[src/ref_defines.vh]
`ifndef REF_DEFINES_VH
`define REF_DEFINES_VH
// ********************************************
// register indices (byte address = 4 * index)
// ********************************************
`define REF_IDX_W            6
`define REF_IDX_BASE_LO      6'h06
`define REF_IDX_BASE_HI      6'h07
`define REF_IDX_EXT          6'h0b
`define REF_IDX_FLT          6'h0d
`define REF_IDX_CMD          6'h3e
`define REF_IDX_RESP         6'h3f
// ********************************************
// register word fields
// ********************************************
`define REF_RW_BIT           15
`define REF_SEL_HI           14
`define REF_SEL_LO           9
`define REF_RSV_EXT_BIT      8
`define REF_EN_HI            7
`define REF_EN_LO            0
`define REF_CUT_HI           1
`define REF_CUT_LO           0
// ********************************************
// reset values
// ********************************************
`define REF_EXT_RST          16'h1600
`define REF_FLT_RST          16'h1a00
`define REF_EN_RST           8'h00
`define REF_CUT_RST          2'h0
// ********************************************
// cutoff codes and frequencies in khz
// ********************************************
`define REF_CUT_39K          2'h0
`define REF_CUT_15K          2'h1
`define REF_CUT_376K         2'h2
`define REF_CUT_UNDEF        2'h3
`define REF_KHZ_39           9'h027
`define REF_KHZ_15           9'h00f
`define REF_KHZ_376          9'h178
// ********************************************
// base range codes and full scale in 0.1 v
// ********************************************
`define REF_RNG_10V_A        2'h0
`define REF_RNG_2V5          2'h1
`define REF_RNG_5V           2'h2
`define REF_RNG_10V_B        2'h3
`define REF_FS_10V           8'h64
`define REF_FS_5V            8'h32
`define REF_FS_2V5           8'h19
`define REF_FS_10V_X         8'h78
`define REF_FS_5V_X          8'h3c
`define REF_FS_2V5_X         8'h1e
`endif

[src/ref_regs.v]
// Functional notes
// - word bit 15: zero reads, one writes
// - bits 14-9 carry target register select
// - extension register at 0xb, resets 0x1600
// - filter register at 0xd, resets 0x1a00
// - reserved bits read zero, ignore writes
// - bit n widens channel n by 20%
// - channels 0-3 base 0x06, 4-7 0x07
// - cutoff codes: 39k, 15k, 376k
// - one cutoff shared by all channels
// - base codes: 00/11 10v, 01 2.5v, 10 5v
//
// The Wishbone interface to the registers was chosen for this implementation.
`timescale 1ns/1ps
`include "ref_defines.vh"

// ********************************************
// one channel full scale
// ********************************************
module ref_chan
(
   // clock and reset
   input  wire       clk,
   input  wire       rst_b,
   input  wire       ce,
   // control
   input  wire [1:0] base_range,
   input  wire       widen,
   // result
   output reg  [7:0] full_scale_q
);
   reg [7:0] full_scale_d;

   always @*
   begin
      case (base_range)
         `REF_RNG_2V5:
         begin
            full_scale_d = widen ? `REF_FS_2V5_X : `REF_FS_2V5;
         end
         `REF_RNG_5V:
         begin
            full_scale_d = widen ? `REF_FS_5V_X : `REF_FS_5V;
         end
         default:
         begin
            full_scale_d = widen ? `REF_FS_10V_X : `REF_FS_10V;
         end
      endcase
   end

   always @(posedge clk)
   begin
      if (!rst_b)
      begin
         full_scale_q <= 8'h00;
      end
      else if (ce)
      begin
         full_scale_q <= full_scale_d;
      end
   end
endmodule // ref_chan

// ********************************************
// register bank
// ********************************************
module ref_regs
(
   // clock and reset
   input  wire        clk,
   input  wire        rst_b,
   input  wire        ce,
   // wishbone slave
   input  wire        wb_cyc_i,
   input  wire        wb_stb_i,
   input  wire        wb_we_i,
   input  wire [7:0]  wb_adr_i,
   input  wire [3:0]  wb_sel_i,
   input  wire [31:0] wb_dat_i,
   output reg  [31:0] wb_dat_o,
   output reg         wb_ack_o,
   // base ranges from elsewhere
   input  wire [7:0]  base_range_lo_i,
   input  wire [7:0]  base_range_hi_i,
   // control outputs
   output wire [7:0]  widen_enable_o,
   output wire [1:0]  cutoff_select_field_o,
   output reg  [1:0]  cutoff_code_o,
   output reg  [8:0]  cutoff_khz_o,
   output wire [63:0] full_scale_dv_o
);
   // ********************************************
   // state
   // ********************************************
   reg  [7:0]  widen_q;
   reg  [7:0]  widen_d;
   reg  [1:0]  cut_q;
   reg  [1:0]  cut_d;
   reg  [15:0] resp_q;
   reg  [15:0] resp_d;
   reg  [1:0]  cut_eff;
   reg  [8:0]  khz_d;
   wire [5:0]  idx;
   wire        req;
   wire        bus_wr;
   wire        cmd_go;
   wire        cmd_wr;
   wire        cmd_rd;
   wire [5:0]  cmd_sel;
   wire [15:0] base_pair;
   wire        ext_bus_wr;
   wire        flt_bus_wr;
   wire        ext_cmd_wr;
   wire        flt_cmd_wr;
   wire [15:0] ext_word;
   wire [15:0] flt_word;

   assign idx       = wb_adr_i[7:2];
   assign req       = wb_cyc_i & wb_stb_i & ~wb_ack_o;
   assign bus_wr    = req & wb_we_i;
   assign cmd_go    = bus_wr & (idx == `REF_IDX_CMD) & (wb_sel_i[1:0] == 2'h3);
   assign cmd_wr    = cmd_go & wb_dat_i[`REF_RW_BIT];
   assign cmd_rd    = cmd_go & ~wb_dat_i[`REF_RW_BIT];
   assign cmd_sel   = wb_dat_i[`REF_SEL_HI:`REF_SEL_LO];
   assign base_pair = {base_range_hi_i, base_range_lo_i};

   // ********************************************
   // write strobes
   // ********************************************
   assign ext_bus_wr = bus_wr & (idx == `REF_IDX_EXT) & wb_sel_i[0];
   assign flt_bus_wr = bus_wr & (idx == `REF_IDX_FLT) & wb_sel_i[0];
   assign ext_cmd_wr = cmd_wr & (cmd_sel == `REF_IDX_EXT);
   assign flt_cmd_wr = cmd_wr & (cmd_sel == `REF_IDX_FLT);

   // ********************************************
   // register word as seen by a read
   // ********************************************
   function [15:0] rd_word;
      input [5:0] sel;
      input [7:0] en;
      input [1:0] cut;
      begin
         case (sel)
            `REF_IDX_EXT:
            begin
               rd_word = {1'h0, sel, 1'h0, en};
            end
            `REF_IDX_FLT:
            begin
               rd_word = {1'h0, sel, 7'h00, cut};
            end
            default:
            begin
               rd_word = 16'h0000;
            end
         endcase
      end
   endfunction

   assign ext_word = rd_word(`REF_IDX_EXT, widen_q, cut_q);
   assign flt_word = rd_word(`REF_IDX_FLT, widen_q, cut_q);

   // ********************************************
   // next register values
   // ********************************************
   always @*
   begin
      widen_d = widen_q;
      cut_d   = cut_q;
      resp_d  = resp_q;
      if (ext_bus_wr)
      begin
         widen_d = wb_dat_i[`REF_EN_HI:`REF_EN_LO];
      end
      if (flt_bus_wr)
      begin
         cut_d = wb_dat_i[`REF_CUT_HI:`REF_CUT_LO];
      end
      if (ext_cmd_wr)
      begin
         widen_d = wb_dat_i[`REF_EN_HI:`REF_EN_LO];
      end
      if (flt_cmd_wr)
      begin
         cut_d = wb_dat_i[`REF_CUT_HI:`REF_CUT_LO];
      end
      if (cmd_rd)
      begin
         resp_d = rd_word(cmd_sel, widen_q, cut_q);
      end
   end

   always @(posedge clk)
   begin
      if (!rst_b)
      begin
         widen_q <= `REF_EN_RST;
         cut_q   <= `REF_CUT_RST;
         resp_q  <= 16'h0000;
      end
      else if (ce)
      begin
         widen_q <= widen_d;
         cut_q   <= cut_d;
         resp_q  <= resp_d;
      end
   end

   // ********************************************
   // wishbone answer
   // ********************************************
   always @(posedge clk)
   begin
      if (!rst_b)
      begin
         wb_ack_o <= 1'h0;
         wb_dat_o <= 32'h00000000;
      end
      else if (ce)
      begin
         wb_ack_o <= req;
         if (req && !wb_we_i)
         begin
            case (idx)
               `REF_IDX_EXT:
               begin
                  wb_dat_o <= {16'h0000, ext_word};
               end
               `REF_IDX_FLT:
               begin
                  wb_dat_o <= {16'h0000, flt_word};
               end
               `REF_IDX_RESP:
               begin
                  wb_dat_o <= {16'h0000, resp_q};
               end
               default:
               begin
                  wb_dat_o <= 32'h00000000;
               end
            endcase
         end
      end
   end

   // ********************************************
   // shared cutoff
   // ********************************************
   always @*
   begin
      case (cut_q)
         `REF_CUT_15K:
         begin
            cut_eff = `REF_CUT_15K;
            khz_d   = `REF_KHZ_15;
         end
         `REF_CUT_376K:
         begin
            cut_eff = `REF_CUT_376K;
            khz_d   = `REF_KHZ_376;
         end
         default:
         begin
            cut_eff = `REF_CUT_39K;
            khz_d   = `REF_KHZ_39;
         end
      endcase
   end

   always @(posedge clk)
   begin
      if (!rst_b)
      begin
         cutoff_code_o <= `REF_CUT_39K;
         cutoff_khz_o  <= `REF_KHZ_39;
      end
      else if (ce)
      begin
         cutoff_code_o <= cut_eff;
         cutoff_khz_o  <= khz_d;
      end
   end

   assign widen_enable_o        = widen_q;
   assign cutoff_select_field_o = cut_q;

   // ********************************************
   // per channel full scale
   // ********************************************
   genvar gi;
   generate
      for (gi = 0; gi < 8; gi = gi + 1)
      begin : g_chan
         ref_chan u_chan
         (
            .clk          (clk),
            .rst_b        (rst_b),
            .ce           (ce),
            .base_range   (base_pair[2*gi+1:2*gi]),
            .widen        (widen_q[gi]),
            .full_scale_q (full_scale_dv_o[8*gi+7:8*gi])
         );
      end
   endgenerate
endmodule // ref_regs

[config.mk]
export PLATFORM = sky130hd
export DESIGN_NAME = ref_regs
export DESIGN_NICKNAME = d
export VERILOG_FILES = /design/src/ref_regs.v
export VERILOG_INCLUDE_DIRS = /design/src /design/src/src
export SDC_FILE = /design/constraint.sdc
export NUM_CORES = 1
export LEC_CHECK = 0
export BUFFER_PORTS_ARGS = -buffer_cell sky130_fd_sc_hd__clkbuf_2
export CAP_MARGIN = 20
export CORE_ASPECT_RATIO = 1.2
export CORE_MARGIN = 1.5
export CORE_UTILIZATION = 50
export CTS_CLUSTER_SIZE = 40
export DETAILED_ROUTE_END_ITERATION = 8
export PLACE_DENSITY = 0.8
export SETUP_SLACK_MARGIN = 0.02
export SYNTH_ARGS = -nofsm -noshare
export SYNTH_HDL_FRONTEND = slang
export SYNTH_HIERARCHICAL = 1
export SYNTH_SLANG_ARGS = --single-unit
[constraint.sdc]
create_clock -name clk -period 2.1 [get_ports clk]
set_input_delay 0.21 -clock clk [delete_from_list [all_inputs] [get_ports clk]]
set_output_delay 0.21 -clock clk [all_outputs]
set_load 0.005 [all_outputs]
==> flow_metrics.tcl <==
set metrics [dict create \
    drc 0 \
    required_ps 2290 \
    tightest_slew_ps 675 \
    max_cap_viol_count 0 \
    pwr-share-comb_pct 11.3 \
    synth-edff-count 0 \
    p_leak_nw 2.83 \
    syn_area_per_cell_um2 9.37 \
    worstReg2RegEnd "widen_enable_o[7]$_SDFFE_PN0P_" \
    grt_max_degree 106 \
    holdBufCountCts 0 \
    clk_path_buf_depth 2 \
    drtIter0Drc 237 \
    cts_buffers 9 \
    final_nets 776 \
    cpPeakStageDelay_ps 510 \
    drive_gt1_share_pct 25.6 \
    first_pass_iters 5 \
    reg2reg_slack_ps 230 \
    dp.cells 789 \
    yosysSeqAreaShare_pct 38.7 \
    hp-start "wb_we_i" \
    grt_overflow 0 \
    die_w_um 95.9 \
    pwr-share-clk_pct 41.7 \
    postSynthCellCount 552 \
    final_area_um2 6120 \
    vias_per_cell 5.43 \
    diodes 0 \
    fin_crit_sh_pct 89.2 \
    ir_drop_mv 0.394 \
    rsz0062_at_grt "no" \
    outcome "completed" \
    holdCritPathClass "in -> reg" \
    ys_seq_elements 100 \
    holdPathEnd "wb_dat_o[10]$_SDFFE_PN0P_" \
    final_common_cell "clkbuf_2" \
    die_area_um2 11000 \
    pwr-share-seq_pct 47.0 \
    core_area_um2 10100 \
    ctsResizeCount 0 \
    ys_warn_count 6 \
    cts_setup_buffers 0 \
    setup_slack_ps 226 \
    synth_ff_type "dfxtp_1" \
    end_kind "flip-flop" \
    pre_cts_ws_ps 287 \
    path_cells "nand4b_2 -> buf_4 -> nor2_2 -> a2bb2oi_1 -> o311ai_0" \
    placed_cell_area_um2 5800 \
    antenna_found_initial 0 \
    grt_pass1_wl_mm 19.0 \
    critPathMaxFanout 16 \
    start_util_pct 51.4 \
    vias 4369 \
    crit_arrival_ps 2070 \
    worstReg2RegStart "wb_ack_o$_SDFFE_PN0P_" \
    die_h_um 114 \
    tritoncts "yes" \
    worstRegToRegCells 5 \
    maxSlewViolCount 0 \
    routed_wl_mm 11.9 \
    ant_nets 0 \
    netSwitchingPower_mw 1.02 \
    final_cell_mix "clkbuf_2 (134), dfxtp_1 (100), nand2_1 (47), o21ai_0 (40), ha_1 (36)" \
    hold_depth 3 \
    routedWlPerCell_um 14.8 \
    setup_viol 0 \
    final_cells 805 \
    hold_viol 0 \
    powerDensity_nw_per_um2 701 \
    grt_usage_pct 22.0 \
    tns_ps 0 \
    io_pins 184 \
    cts.sinks 100 \
    root_buffer "clkbuf_16" \
    critPathLaunchType "flip-flop" \
    gp_congestion 0.845 \
    clock_skew_ps 9.48 \
    netSwitchingFraction_pct 23.9 \
    period_needed_ps 1870 \
    ys_types 48 \
    grt_pass1_vias 4118 \
    crit_slowest_cell "nor2_2" \
    cts.clk_slew.worst_paths_ps 70 \
    io_buffers 135 \
    slew_headroom_pct 54.6 \
    ys_async_sr_fraction_pct 0 \
    htreeDepth 3 \
    internal_power_mw 3.27 \
    synthesis.area_um2 5170 \
    critPathKind "reg -> reg" \
    hpwl_mm 8.78 \
    fmax_mhz 534 \
    rows 40 \
    areaGrowthSynthToFinish_pct 18.4 \
    worstSkewPairLatency_ps 340 \
]
[worst max-delay path: cells and delay by family (launching register included)]
kind / cells / cell delay [ps]
flops: 1 / 320
compound gates: 2 / 390
buf+inv: 1 / 220
simple gates: 2 / 790
[flip-flops by register name, indices dropped and copies added, names as in the netlist]
signal                      flops
widen_enable_o                  8
resp_q                         14
cutoff_khz_o                    4
cutoff_select_field_o           2
cutoff_code_o                   1
wb_ack_o                        1
wb_dat_o                       14
g_chan.u_chan/full_scale_q     56
[metrics by stage]
stage                     util [%]  total power, mW  hold slack [ps]
after floorplan                  -             2.37              328
after global placement        57.6             2.52              438
after detailed placement      57.6             2.55              444
after CTS                     60.9             4.36              220
after global routing          60.9             4.48              253
final                         60.9             4.29              231
[kinds of logic after synthesis]
| group | count (synthesis) | synth area share, % |
|---|---|---|
| and+or+nand+nor | 153 | 17.7 |
| AOI/OAI and AO/OA | 147 | 19.7 |
| DFF | 100 | 38.7 |
| buffers and inverters | 79 | 9.14 |
| adders and majority gates | 36 | 8.70 |
| muxes | 28 | 5.42 |
| other | 9 | 0.653 |
[power by group through the flow]
stage,sequential (mW),clock [mW],combinational [mW]
2_1_floorplan,2.06,0,0.311
4_1_cts,2.02,1.85,0.488
3_3_place_gp,2.06,0,0.466
6_report,2.02,1.79,0.485
3_5_place_dp,2.06,0,0.486
5_1_grt,2.03,1.91,0.548
[how the worst max path moves through the flow]
stage	startpoint	endpoint	slack [ps]
floorplan	wb_ack_o$_SDFFE_PN0P_	resp_q[13]$_SDFFE_PN0P_	590
global placement	wb_ack_o$_SDFFE_PN0P_	resp_q[5]$_SDFFE_PN0P_	360
detailed placement	wb_ack_o$_SDFFE_PN0P_	resp_q[5]$_SDFFE_PN0P_	290
CTS	wb_ack_o$_SDFFE_PN0P_	widen_enable_o[7]$_SDFFE_PN0P_	230
global route	wb_ack_o$_SDFFE_PN0P_	resp_q[5]$_SDFFE_PN0P_	90
finish	wb_ack_o$_SDFFE_PN0P_	widen_enable_o[7]$_SDFFE_PN0P_	230
[per-layer routing]
metal | global-route usage [%] | routed length [um] | up-vias
li1 | - | - | 2150
met4 | 8.14 | 196 | 0
met1 | 24.9 | 4890 | 2061
met5 | 0 | 0 | -
met2 | 39.2 | 6170 | 145
met3 | 5.44 | 669 | 13
[cells in the mapped netlist (3+ instances only)]
cell	number	share of area, %
dfxtp_1	100	39
nand2_1	47	3.4
buf_4	42	6.1
o21ai_0	40	3.9
ha_1	36	8.7
mux2i_1	28	5.4
nor2b_1	27	3.3
inv_1	26	1.9
a31oi_1	16	1.9
a21oi_1	15	1.5
nand3_1	14	1.4
nand2b_1	13	1.6
nor2_1	12	0.87
o211ai_1	10	1.5
o2bb2ai_1	10	1.7
conb_1	9	0.65
o211a_1	9	1.7
a21boi_1	8	1.2
a2bb2oi_1	8	1.4
and2_1	8	0.97
nor4bb_1	8	1.5
o21a_1	8	1.2
a22oi_1	6	0.87
clkbuf_1	6	0.44
o311ai_1	5	0.85
a21boi_0	3	0.44
buf_2	3	0.29
nor2_2	3	0.36
nor3b_1	3	0.44
o311ai_0	3	0.51
[cell type report]
class                           instances  area, um^2
Clock buffer                           11         243
Clock inverter                          5        83.8
Fill cell                             887        3940
Inverter                               26        97.6
Multi-Input combinational cell        391        2770
Sequential cell                       100        2000
Tap cell                              126         158
Timing Repair Buffer                  146         773
No activity file was read; power rests on OpenSTA's default activity.
